===== src/core/wwdg_pkg.sv =====
// shared constants and carrier types of the windowed watchdog
package wwdg_pkg;

   // ----------------------------------------
   // widths and fixed values
   // ----------------------------------------
   localparam int CNT_W = 7;
   localparam int DIV_W = 2;
   localparam int PRE_DIV = 4096;
   localparam int PRE_W = 12;
   localparam logic [PRE_W-1:0] PRE_LAST = 12'(PRE_DIV - 1);
   localparam logic [CNT_W-1:0] CNT_RESET_AT = 7'h3f;
   localparam logic [CNT_W-1:0] CNT_WARN_AT = 7'h40;
   localparam logic [CNT_W-1:0] CNT_MAX = 7'h7f;
   localparam logic [CNT_W-1:0] CNT_RST_VAL = 7'h7f;
   localparam logic [CNT_W-1:0] WIN_RST_VAL = 7'h7f;
   localparam logic [DIV_W-1:0] DIV_RST_VAL = 2'h0;
   localparam logic [7:0] SCALE_RST_VAL = 8'h00;

   // ----------------------------------------
   // carrier types
   // ----------------------------------------
   typedef struct packed {
      logic [CNT_W-1:0] open_threshold;
      logic [DIV_W-1:0] div_sel;
      logic early_warn_irq_en;
   } cfg_s;

   typedef struct packed {
      logic [CNT_W-1:0] value;
      logic guard_on;
   } refresh_s;

endpackage


===== src/core/wwdg_counter.sv =====
// seven-bit down-counter with load, decrement and threshold events
`timescale 1ns/100ps
module wwdg_counter
   import wwdg_pkg::*;
(
   input wire logic clk_sys,
   input wire logic arst_n,
   input wire logic load,
   input wire logic [CNT_W-1:0] load_val,
   input wire logic dec,
   output logic [CNT_W-1:0] count,
   output logic hit_reset,
   output logic hit_warn
);

   logic [CNT_W-1:0] cnt_q, cnt_d;

   // load wins over a coincident tick so the fresh value is not shortened
   always_comb begin
      cnt_d = cnt_q;
      if (load) begin
         cnt_d = load_val;
      end else if (dec) begin
         cnt_d = CNT_W'(cnt_q - 1'b1);
      end
   end

   always_ff @(posedge clk_sys or negedge arst_n) begin
      if (!arst_n) begin
         cnt_q <= CNT_RST_VAL;
      end else begin
         cnt_q <= cnt_d;
      end
   end

   // events on the step into a value, one cycle each
   assign count = cnt_q;
   assign hit_reset = dec && !load && (cnt_q == CNT_WARN_AT);
   assign hit_warn = dec && !load && (cnt_q == CNT_W'(CNT_WARN_AT + 1'b1));

endmodule


===== src/core/wwdg_tick_gen.sv =====
// tick generator: fixed 4096 pre-divide then power-of-two prescale
`timescale 1ns/100ps
module wwdg_tick_gen
   import wwdg_pkg::*;
(
   input wire logic clk_sys,
   input wire logic arst_n,
   input wire logic run,
   input wire logic [DIV_W-1:0] div_sel,
   output logic tick
);

   logic [PRE_W-1:0] pre_q, pre_d;
   logic [7:0] scale_q, scale_d;
   logic tick_q, tick_d;
   logic pre_wrap;
   logic [7:0] scale_last;

   // ----------------------------------------
   // next state
   // ----------------------------------------
   always_comb begin
      pre_wrap = run && (pre_q == PRE_LAST);
      scale_last = 8'((8'h01 << div_sel) - 8'h01);
      pre_d = run ? PRE_W'(pre_q + 1'b1) : '0;
      scale_d = scale_q;
      tick_d = 1'b0;
      if (!run) begin
         scale_d = SCALE_RST_VAL;
      end else if (pre_wrap) begin
         if (scale_q >= scale_last) begin
            scale_d = SCALE_RST_VAL;
            tick_d = 1'b1;
         end else begin
            scale_d = 8'(scale_q + 1'b1);
         end
      end
   end

   // registers; a stopped divider restarts from zero so the first period is full
   always_ff @(posedge clk_sys or negedge arst_n) begin
      if (!arst_n) begin
         pre_q <= '0;
         scale_q <= SCALE_RST_VAL;
         tick_q <= 1'b0;
      end else begin
         pre_q <= pre_d;
         scale_q <= scale_d;
         tick_q <= tick_d;
      end
   end

   assign tick = tick_q;

endmodule


===== src/core/wwdg_top.sv =====
// windowed watchdog top: enable latch, window check, flag and reset request
// ----------------------------------------
// How it works
// - counting clock is bus clock divided first by a fixed 4096.
// - two-bit select divides further by one, two, four or eight.
// - seven-bit down-counter, max 0x7F, decrements each tick while enabled.
// - counter stepping down to 0x3F raises a system reset.
// - refresh above window threshold resets while enabled; at or below, or while off, reloads the counter.
// - with threshold 0x4F, refresh at count 0x7F..0x50 resets, at count 0x4F..0x40 reloads.
// - seven-bit window threshold field, usable from 0x40 to 0x7F.
// - early-warning interrupt raised as counter reaches 0x40 when enabled.
// - readable, clearable reload flag marks the early-warning event.
// - writing enable starts watchdog; enable stays set until reset.
// - interval equals (low six counter bits + 1) x 4096 x prescale ratio.
// ----------------------------------------
`timescale 1ns/100ps
module wwdg_top
   import wwdg_pkg::*;
(
   input wire logic clk_sys,
   input wire logic arst_n,
   input wire logic cfg_we,
   input wire cfg_s cfg_wdata,
   input wire logic refresh_we,
   input wire refresh_s refresh_wdata,
   input wire logic flag_clr,
   output logic [CNT_W-1:0] count_rd,
   output cfg_s cfg_rd,
   output logic guard_on,
   output logic reload_flag,
   output logic early_warn_irq,
   output logic sys_reset_req
);

   // ----------------------------------------
   // state
   // ----------------------------------------
   cfg_s cfg_q, cfg_d;
   logic on_q, on_d;
   logic flag_q, flag_d;
   logic irq_q, irq_d;
   logic rst_q, rst_d;
   logic [CNT_W-1:0] cnt_rd_q;
   logic tick;
   logic [CNT_W-1:0] count;
   logic hit_reset, hit_warn;
   logic load;
   logic too_early;

   // ----------------------------------------
   // sub-blocks
   // ----------------------------------------
   wwdg_tick_gen u_tick (
      .clk_sys(clk_sys),
      .arst_n(arst_n),
      .run(on_q),
      .div_sel(cfg_q.div_sel),
      .tick(tick)
   );

   wwdg_counter u_cnt (
      .clk_sys(clk_sys),
      .arst_n(arst_n),
      .load(load),
      .load_val(refresh_wdata.value),
      .dec(tick && on_q),
      .count(count),
      .hit_reset(hit_reset),
      .hit_warn(hit_warn)
   );

   // window compare on a registered counter; loads while stopped just preset it
   function automatic logic above_window(input logic [CNT_W-1:0] c,
                                         input logic [CNT_W-1:0] w);
      return c > w;
   endfunction

   // refresh check: a refresh while running must not be above threshold
   always_comb begin
      too_early = refresh_we && on_q && above_window(count, cfg_q.open_threshold);
      load = refresh_we && !too_early;
   end

   // ----------------------------------------
   // control next state
   // ----------------------------------------
   always_comb begin
      cfg_d = cfg_q;
      if (cfg_we) begin
         cfg_d = cfg_wdata;
      end
      on_d = on_q || (refresh_we && refresh_wdata.guard_on);
      // set beats clear when the warning lands in the clearing cycle
      flag_d = flag_q;
      if (flag_clr) begin
         flag_d = 1'b0;
      end
      if (hit_warn) begin
         flag_d = 1'b1;
      end
      irq_d = flag_d && cfg_d.early_warn_irq_en;
      rst_d = hit_reset || too_early;
   end

   // registers; the system reset that follows a request clears everything here
   always_ff @(posedge clk_sys or negedge arst_n) begin
      if (!arst_n) begin
         cfg_q <= '{open_threshold: WIN_RST_VAL, div_sel: DIV_RST_VAL,
                    early_warn_irq_en: 1'b0};
         on_q <= 1'b0;
         flag_q <= 1'b0;
         irq_q <= 1'b0;
         rst_q <= 1'b0;
         cnt_rd_q <= CNT_RST_VAL;
      end else begin
         cfg_q <= cfg_d;
         on_q <= on_d;
         flag_q <= flag_d;
         irq_q <= irq_d;
         rst_q <= rst_d;
         cnt_rd_q <= count;
      end
   end

   // ----------------------------------------
   // outputs, all from flip-flops
   // ----------------------------------------
   assign count_rd = cnt_rd_q;
   assign cfg_rd = cfg_q;
   assign guard_on = on_q;
   assign reload_flag = flag_q;
   assign early_warn_irq = irq_q;
   assign sys_reset_req = rst_q;

endmodule


===== config.mk =====
export PLATFORM = sky130hd
export DESIGN_NAME = wwdg_top
export DESIGN_NICKNAME = d
export VERILOG_FILES = /design/src/core/wwdg_pkg.sv /design/src/core/wwdg_counter.sv /design/src/core/wwdg_tick_gen.sv /design/src/core/wwdg_top.sv
export SDC_FILE = /design/constraint.sdc
export NUM_CORES = 1
export LEC_CHECK = 0
export ABC_AREA = 1
export BUFFER_PORTS_ARGS = -buffer_cell sky130_fd_sc_hd__buf_2
export CORE_MARGIN = 10
export CORE_UTILIZATION = 55
export CTS_CLUSTER_DIAMETER = 200
export DETAILED_ROUTE_END_ITERATION = 7
export GPL_TIMING_DRIVEN = 0
export PLACE_DENSITY = 0.85
export SLEW_MARGIN = 20
export SYNTH_ARGS = -nofsm -noshare
export SYNTH_HDL_FRONTEND = slang
export SYNTH_SLANG_ARGS = --single-unit
export TNS_END_PERCENT = 1

===== constraint.sdc =====
create_clock -name clk_sys -period 2.1 [get_ports clk_sys]
set_input_delay 0.315 -clock clk_sys [delete_from_list [all_inputs] [get_ports clk_sys]]
set_output_delay 0.315 -clock clk_sys [all_outputs]
set_load 0.02 [all_outputs]

; Word level (Yosys, flattened, before mapping)
; Cells that the tools add are included.
[op_classes]
add_sub_neg = 4
magnitude_cmp = 2
eq_ne = 4
shifts = 1
mux = 12
n_reduce_logical = 15
[op_table]
columns = cell, n
row1 = 2-to-1 mux 8 bit, 3
row2 = "== test 7 bit, second input constant", 2
row3 = 2-to-1 mux 7 bit, 2
row4 = "adder 12 x 1 -> 12 bit, second input constant", 1
row5 = "== test 12 bit, second input constant", 1
row6 = 2-to-1 mux 12 bit, 1
row7 = logical AND 1 bit, 10
row8 = "adder 8 x 1 -> 8 bit, second input constant", 1
row9 = >= comparator 8 bit, 1
row10 = "left shift 1 x 2 -> 8 bit, first input constant", 1
row11 = "subtractor 8 x 1 -> 8 bit, second input constant", 1
row12 = greater-than comparator 7 bit, 1
row13 = "subtractor 7 x 1 -> 7 bit, second input constant", 1
row14 = 2-to-1 mux 1 bit, 6
row15 = zero test 1 bit, 2
row16 = logical OR 1 bit, 2
row17 = "inequality test 2 x 1 -> 1 bit, second input constant", 1
row18 = nonzero test 2 bit, 1
[word_totals]
register_bits = 49
elab_cells = 50

; Logic depth before layout (Yosys ltp)
; Gate-level depths: netlist (run 1).
[depth]
word_depth = 9
mapped_depth = 12

; Cells and area by module
; Synthesis (run 1) repeated with hierarchy kept, for this count alone.
[unflattened]
cells_unflattened = 303
area_unflattened_um2 = 2636.3
[modules_own_cells]
columns = module, n_inst, cells_per_inst, area_each_um2, seq_area_each_um2
row1 = wwdg_tick_gen, 1, 143, 1183.6, 525.5
row2 = wwdg_top, 1, 90, 932.1, 543.0
row3 = wwdg_counter, 1, 70, 520.5, 183.9

; Worst setup path before layout (run 1)
; OpenSTA, ideal clock, no wires.
[synth_path]
kind = register -> register
from = register cfg_q (netlist bit cfg_rd[9])
to = register u_cnt.cnt_q[2], in the netlist u_cnt.count[2]
setup_time_ps = 83
arrival_ps = 1666
required_time_ps = 2017
path_slack_ps = 351
path_stages_with_launch = 12
n_path_buf = 1
period_less_slack_ps = 1749
path_cell_list = dfstp_2 -> inv_1 -> ha_1 -> nand2_1 -> inv_1 -> a21oi_1 -> nand2_1 -> nand2_1 -> nand2_1 -> buf_4 -> nand3_1 -> nand3_1
[synth_via]
elab_chain_cells = 5
elab_cells_between_ends = 6
classes_between = 1 x order compare / 1 x mux / 4 x reduce/logical
[synth_rtl]
columns = item, line_no
row1 = from (decl), wwdg_top.sv:38  ; cfg_s cfg_q, cfg_d;
row2 = from (signal assigned), wwdg_top.sv:108  ; cfg_q <= '{open_threshold: WIN_RST_VAL, div_sel: DIV_RST_VAL,
row3 = from (signal assigned), wwdg_top.sv:116  ; cfg_q <= cfg_d;
row4 = greater-than comparator 7 bit *, wwdg_top.sv:75  ; return c > w;
row5 = logical AND 1 bit *, wwdg_top.sv:80  ; too_early = refresh_we && on_q && above_window(count, cfg_q.open_threshold);
row6 = zero test 1 bit *, wwdg_top.sv:81  ; load = refresh_we && !too_early;
row7 = logical AND 1 bit *, wwdg_top.sv:81
row8 = 2-to-1 mux 7 bit / nonzero test 2 bit (equally long branches), --
row9 = to (signal assigned), wwdg_counter.sv:32  ; cnt_q <= cnt_d;
row10 = to (decl), wwdg_counter.sv:16  ; logic [CNT_W-1:0] cnt_q, cnt_d;
; Every way passes the cells marked *; elsewhere a longest branch is shown, timed or not.
; A chain may end at the register's enable or synchronous reset.

; Worst setup path in the final report (run 1)
[layout_path]
from = register cfg_q (netlist bit cfg_rd[5])
to = register u_cnt.cnt_q[5], in the netlist u_cnt.count[5]
; Same word-level chain as after synthesis.

==> qor.csv, run 1 <==
stage,metric,value,unit
outcome,status,completed,
clock_network,Skew-Pair Late Insertion Delay,0.30,ns
floorplan,die area,0.00755,mm2
clock_network,Setup Buffers After CTS,0,
worst_setup_path,endpoint class of the critical path,flop,
worst_setup_path,highest net fanout along the worst path,7,
place,DP Area,0.00274,mm2
global_route,GRT Residual Overflow,0,
place,hpwl dp,3830,um
global_route,vias in the first global route,1868,
logic_synthesis,synth unique cells,32,
floorplan,Die W,86.9,um
drt,1st-iter DRT viols,98,
place,RePlAce Congestion,0.815,
worst_setup_path,CP Class,flop to flop,
worst_setup_path,crit path cell chain,inv_1 > ha_1 > a21oi_1 > nand2_1 > nand2_1 > nand2_1 > nand2_1 > nand2_1 > inv_1 > nand2_1 > o21ai_1,
power,Pleak,1.42,nW
global_route,largest net degree at the start of global routing,50,
floorplan,top-level I/O count,44,
clock_network,H-tree lvl count,2,
drt,Remaining DRCs,0,
worst_setup_path,CP bufs+invs,2,
drt,Via Count,1972,
cells_and_area,"final std cell area, no fill",0.00282,mm2
hold_path,HP Class,input port to async pin,
worst_setup_path,"most used cell, CP",nand2_1,
clock_network,CTS Buf Count,5,
sta,Final Max Slew Viols,0,
sta,Final Hold Viols,0,
sta,period utilisation layout,0.888,
place,number of port buffers,42,
logic_synthesis,Syn. warnings,0,
worst_setup_path,"slowest stage delay, CP",0.55,ns
sta,sum of negative setup slack,0,ns
global_route,GR Util All Layers,0.134,
logic_synthesis,Synthesized Nets,314,
sta,Max Freq,536,MHz
logic_synthesis,Syn Inst Count,276,
sta,relative slew slack,0.605,
drt,vias per inst,5.22,
worst_setup_path,critical path startpoint category,flop,
drt,1st-pass router iterations,4,
clock_network,"CTS clk-pin slew, worst paths",0.08,ns
clock_network,clk sink count,49,
clock_network,CTS root buf,clkbuf_8,
logic_synthesis,register bit total from synthesis,49,
clock_network,cts hold-fix bufs,0,
worst_setup_path,CP max stage cell,dfstp_2,
flow_run,max-capacitance violation count,0,
clock_network,CTS tree,yes,
power,Max VDD drop,499,uV
cells_and_area,synth-to-layout area growth,14.5,%
drt,total wire length,5040,um
cells_and_area,NumNets Final,363,
power,Power Density,771,mW/mm2
global_route,antenna violations before repair,0,
logic_synthesis,Synth Cell Area,0.00246,mm2
logic_synthesis,register area share after synthesis,0.509,
floorplan,number of cell rows,24,
sta,RSZ-0062 raised after global routing,no,
worst_setup_path,critical path required time,2.33,ns
global_route,GR Layer Usage met3,0.0393,
floorplan,Initial Util,0.565,
cells_and_area,ANT cells,0,
worst_setup_path,Arrival @ worst endpoint,2.10,ns
worst_setup_path,CP top delay family,flip-flops,
global_route,first-pass GRT wire length,8370,um
global_route,Most Crowded Layer GR,met2,
sta,endpoints failing setup,0,
global_route,grt met2 use,0.216,
cells_and_area,layout cells sized above 1,0.248,
drt,Post-DRT Antenna Nets,0,
clock_network,Longest Clk Path Bufs,2,
global_route,met1 Usage GRT,0.166,
sta,clock skew,0.00345,ns
floorplan,core footprint,0.00435,mm2
floorplan,Die Height,86.9,um
sta,worst-margin pin slew,0.593,ns
sta,crit path time final,1.87,ns
drt,wire per inst,13.3,um
clock_network,post_cts resized,0,
logic_synthesis,Mean Syn Cell Area,8.91,um2
-- final cells by class --
| class | count | area, um2 |
|---|---|---|
| clock buffers | 8 | 80.1 |
| repair buffers | 42 | 213 |
| plain buffers | 5 | 42.5 |
| flip-flops and latches | 49 | 1250 |
| multi-input cells | 179 | 1000 |
| well taps | 52 | 65.1 |
| inverters | 43 | 161 |
| fillers | 361 | 1540 |
-- flip-flops by register name, summed over array words and instances (netlist names) --
register,cells
cfg_rd,10
count_rd,7
early_warn_irq,1
guard_on,1
reload_flag,1
sys_reset_req,1
u_cnt.count,7
u_tick.pre_q,12
u_tick.scale_q,8
u_tick.tick,1
-- routing by layer --
| layer | wire, um | share of wire | up-vias |
|---|---|---|---|
| met5 | 0 | 0 | - |
| met4 | 80 | 0.016 | 0 |
| met3 | 422 | 0.084 | 7 |
| met2 | 2300 | 0.46 | 71 |
| met1 | 2240 | 0.44 | 915 |
| li1 | - | - | 979 |
-- final timing paths --
path	startpoint	end	slack, ns	depth (start not counted)
setup / recovery	cfg_rd[5]	u_cnt.count[5]	0.23	11
hold / removal	arst_n	u_tick.pre_q[7]	0.01	1
setup reg to reg	cfg_rd[5]	u_cnt.count[5]	0.23	11
hold reg to reg	u_cnt.count[0]	count_rd[0]	0.39	0
max in group asynchronous	arst_n	reload_flag	1.69	1
min in group clk_sys	cfg_wdata[1]	cfg_rd[1]	0.23	3
-- where the power goes --
group,leakage [nW],switching (mW),internal (mW)
clock,0.0395,0.289,0.237
combinational,0.810,0.301,0.178
sequential,0.569,0.0752,1.09
total,1.42,0.665,1.51
-- cell families (layout without fill, tap and decap cells) --
kind of cell / after synthesis / after routing / share of synthesized area
multiplexers: 1 / 1 / 0.00458
AO/OA/AOI/OAI: 35 / 35 / 0.0763
adder cells (fa/ha/maj): 15 / 15 / 0.0763
buffers and inverters: 48 / 98 / 0.0829
flip-flops: 49 / 49 / 0.509
AND/OR/NAND/NOR: 120 / 120 / 0.224
XOR/XNOR: 7 / 7 / 0.0249
other: 1 / 1 / 0.00152
-- synthesized netlist by cell type, drive strengths merged --
| cell type | number | area share |
|---|---|---|
| nand2 | 59 | 0.096 |
| inv | 42 | 0.064 |
| dfrtp | 28 | 0.28 |
| nand3 | 25 | 0.056 |
| nor2 | 22 | 0.039 |
| dfstp | 21 | 0.22 |
| o21ai | 20 | 0.041 |
| ha | 15 | 0.076 |
| a21oi | 12 | 0.026 |
| nor3 | 6 | 0.012 |
| xor2 | 6 | 0.021 |
| nand4 | 4 | 0.010 |
| buf | 3 | 0.014 |
| clkbuf | 2 | 0.0031 |
| nor3b | 2 | 0.0061 |
| a211oi | 1 | 0.0031 |
| clkinv | 1 | 0.0015 |
| conb | 1 | 0.0015 |
| mux2 | 1 | 0.0046 |
| nor4 | 1 | 0.0025 |
| o21bai | 1 | 0.0031 |
| o41ai | 1 | 0.0036 |
| or2 | 1 | 0.0025 |
| xnor2 | 1 | 0.0036 |
-- cells in the final DEF (no fill, tap or decap), drive strengths merged, types with 2 or more instances in the layout --
master,instances
nand2,59
ha,15
dfrtp,28
a21oi,12
inv,42
nand3,25
dfstp,21
nor3,6
buf,45
nor3b,2
nor2,22
clkbuf,10
xor2,6
nand4,4
o21ai,20
-- metrics by stage --
step           instances  power, mW  utilization  worst slack, ns  hold slack, ns
5_1_grt              378       2.31        0.647           0.0688          0.0558
2_1_floorplan        276       1.50            -            0.351          0.0194
4_1_cts              378       2.19        0.647            0.218           0.221
6_report             378       2.17        0.647            0.234          0.0114
3_3_place_gp         370       1.64        0.628            0.296           0.379
3_5_place_dp         370       1.67        0.628            0.246           0.383
(Power assumes the default switching activity.)
==> run 2: changes to the inputs <==
Settings changed: PLACE_DENSITY 0.85 to 0.79.
==> run 2 against run 1 <==
Net effect: core utilization is 1.1 points higher; non-clock buffer count stayed put; flip-flop and latch count stayed put; highest routed layer unchanged.
==> qor.csv, run 2 (same netlist as run 1, synthesis figures left out) <==
stage,metric,value,unit
outcome,status,completed,
cells_and_area,"commonest non-fill, non-tap cells in the layout","nand2_1 (55), inv_1 (42), buf_2 (41), dfrtp_1 (28), nand3_1 (24)",
sta,endpoints failing setup,0,
global_route,vias in the first global route,1888,
worst_setup_path,worst-case reg-to-reg path depth,11,
worst_setup_path,Arrival @ worst endpoint,2.11,ns
hold_path,HP Class,input port to async pin,
clock_network,post_cts resized,0,
worst_setup_path,critical path startpoint category,flop,
floorplan,number of cell rows,24,
clock_network,cts hold-fix bufs,0,
power,sequential share of power,0.490,
sta,RSZ-0062 raised after global routing,no,
floorplan,die area,0.00755,mm2
drt,wire per inst,12.9,um
place,hpwl dp,3730,um
drt,Via Count,1944,
drt,1st-iter DRT viols,122,
clock_network,Longest Clk Path Bufs,2,
power,Max VDD drop,435,uV
clock_network,Skew-Pair Late Insertion Delay,0.30,ns
clock_network,CTS root buf,clkbuf_8,
sta,worst-margin pin slew,0.589,ns
cells_and_area,"most common cell after layout, fill and taps aside",nand2_1,
drt,total wire length,4870,um
global_route,GR Util All Layers,0.134,
power,Clk pwr share,0.308,
worst_setup_path,CP max stage cell,dfstp_2,
global_route,antenna violations before repair,0,
flow_run,max-capacitance violation count,0,
floorplan,Initial Util,0.565,
power,Sw Share,0.286,
global_route,largest net degree at the start of global routing,50,
cells_and_area,FF+latch area,0.00125,mm2
worst_setup_path,critical path required time,2.32,ns
global_route,GRT Residual Overflow,0,
sta,period utilisation layout,0.897,
power,Pleak,1.45,nW
drt,vias per inst,5.14,
floorplan,core footprint,0.00435,mm2
sta,relative slew slack,0.608,
floorplan,Die W,86.9,um
power,Internal,1.70,mW
cells_and_area,layout cells sized above 1,0.258,
drt,Remaining DRCs,0,
clock_network,H-tree lvl count,2,
cells_and_area,ANT cells,0,
worst_setup_path,CP top delay family,flip-flops,
drt,Post-DRT Antenna Nets,0,
clock_network,clk sink count,49,
floorplan,Die Height,86.9,um
clock_network,Setup Buffers After CTS,0,
place,number of port buffers,42,
worst_setup_path,CP Class,flop to flop,
floorplan,top-level I/O count,44,
worst_setup_path,endpoint class of the critical path,flop,
drt,1st-pass router iterations,4,
worst_setup_path,"slowest stage delay, CP",0.53,ns
sta,sum of negative setup slack,0,ns
place,RePlAce Congestion,0.821,
cells_and_area,"Most flops, register",u_tick.pre_q,
cells_and_area,max reg flops,12,
worst_setup_path,CP bufs+invs,3,
cells_and_area,area of the multi-input gates,0.00100,mm2
power,Total Power,2.38,mW
sta,crit path time final,1.88,ns
clock_network,"CTS clk-pin slew, worst paths",0.09,ns
worst_setup_path,highest net fanout along the worst path,10,
cells_and_area,FILL cells,371,
sta,Final Max Slew Viols,0,
worst_setup_path,Crit path depth,11,
place,DP Area,0.00274,mm2
power,combinational power share,0.202,
clock_network,CTS Buf Count,5,
cells_and_area,"final std cell area, no fill",0.00287,mm2
global_route,first-pass GRT wire length,8450,um
cells_and_area,NumNets Final,363,
sta,Final Hold Viols,0,
cells_and_area,synth-to-layout area growth,16.5,%
sta,clock skew,0.0104,ns
power,Power Density,829,mW/mm2
sta,Max Freq,531,MHz
worst_setup_path,"most used cell, CP",nand2_1,
clock_network,CTS tree,yes,
power,Switch Pwr,680,uW
worst_setup_path,crit path cell chain,inv_1 > ha_1 > nand2_1 > inv_1 > a21oi_1 > nand2_1 > nand2_1 > nand2_1 > buf_4 > nand3_1 > nand3_1,
[run 2: cell types whose count changed in the layout (fill, tap and decap cells not counted)]
cell and change:
clkbuf_1 -3, clkbuf_16 +1, clkinv_2 +1, bufinv_16 +1
[run 2: worst paths after layout]
check	startpoint	end	slack, ns
max	cfg_rd[9]	u_cnt.count[3]	0.22
min	arst_n	u_tick.pre_q[10]	0.01
max reg2reg	cfg_rd[9]	u_cnt.count[3]	0.22
min reg2reg	u_cnt.count[0]	count_rd[0]	0.39
max in group asynchronous	arst_n	u_tick.scale_q[7]	1.69
min in group clk_sys	refresh_wdata[6]	u_cnt.count[5]	0.22
[run 2: routing by layer]
layer / GRT usage / routed length (um)
met5: 0 / 0
met4: 0.0486 / 86
met3: 0.0384 / 349
met2: 0.206 / 2190
met1: 0.175 / 2240
[run 2: power groups by stage]
stage	clock network, mW	registers (mW)	logic (mW)
after floorplan	0	1.24	0.253
after global placement	0	1.18	0.466
after detailed placement	0	1.18	0.483
after CTS	0.747	1.16	0.486
after global routing	0.778	1.18	0.549
final	0.731	1.16	0.481
[run 2: stage by stage]
step / cells / setup slack (ns) / hold WS [ns] / utilization
after global routing: 378 / 0.0122 / 0.0485 / 0.658
after CTS: 378 / 0.206 / 0.209 / 0.658
after global placement: 370 / 0.287 / 0.380 / 0.628
after floorplan: 276 / 0.351 / 0.0194 / -
after detailed placement: 370 / 0.230 / 0.379 / 0.628
final: 378 / 0.216 / 0.0111 / 0.658
[run 2: area by class of cell]
| cell class | count | share of cell area |
|---|---|---|
| Inverter | 43 | 0.0563 |
| Timing Repair Buffer | 42 | 0.0742 |
| Multi-Input combinational cell | 179 | 0.350 |
| Buffer | 5 | 0.0148 |
| Sequential cell | 49 | 0.437 |
| Tap cell | 52 | 0.0227 |
| Clock buffer | 6 | 0.0327 |
| Clock inverter | 2 | 0.0122 |
[run 2: worst reg2reg max path: stages, from the launching register on]
cell and delay, ns:
dfstp_2 0.53, inv_1 0.05, ha_1 0.30, nand2_1 0.09
inv_1 0.04, a21oi_1 0.17, nand2_1 0.07, nand2_1 0.08
nand2_1 0.13, buf_4 0.20, nand3_1 0.07, nand3_1 0.08
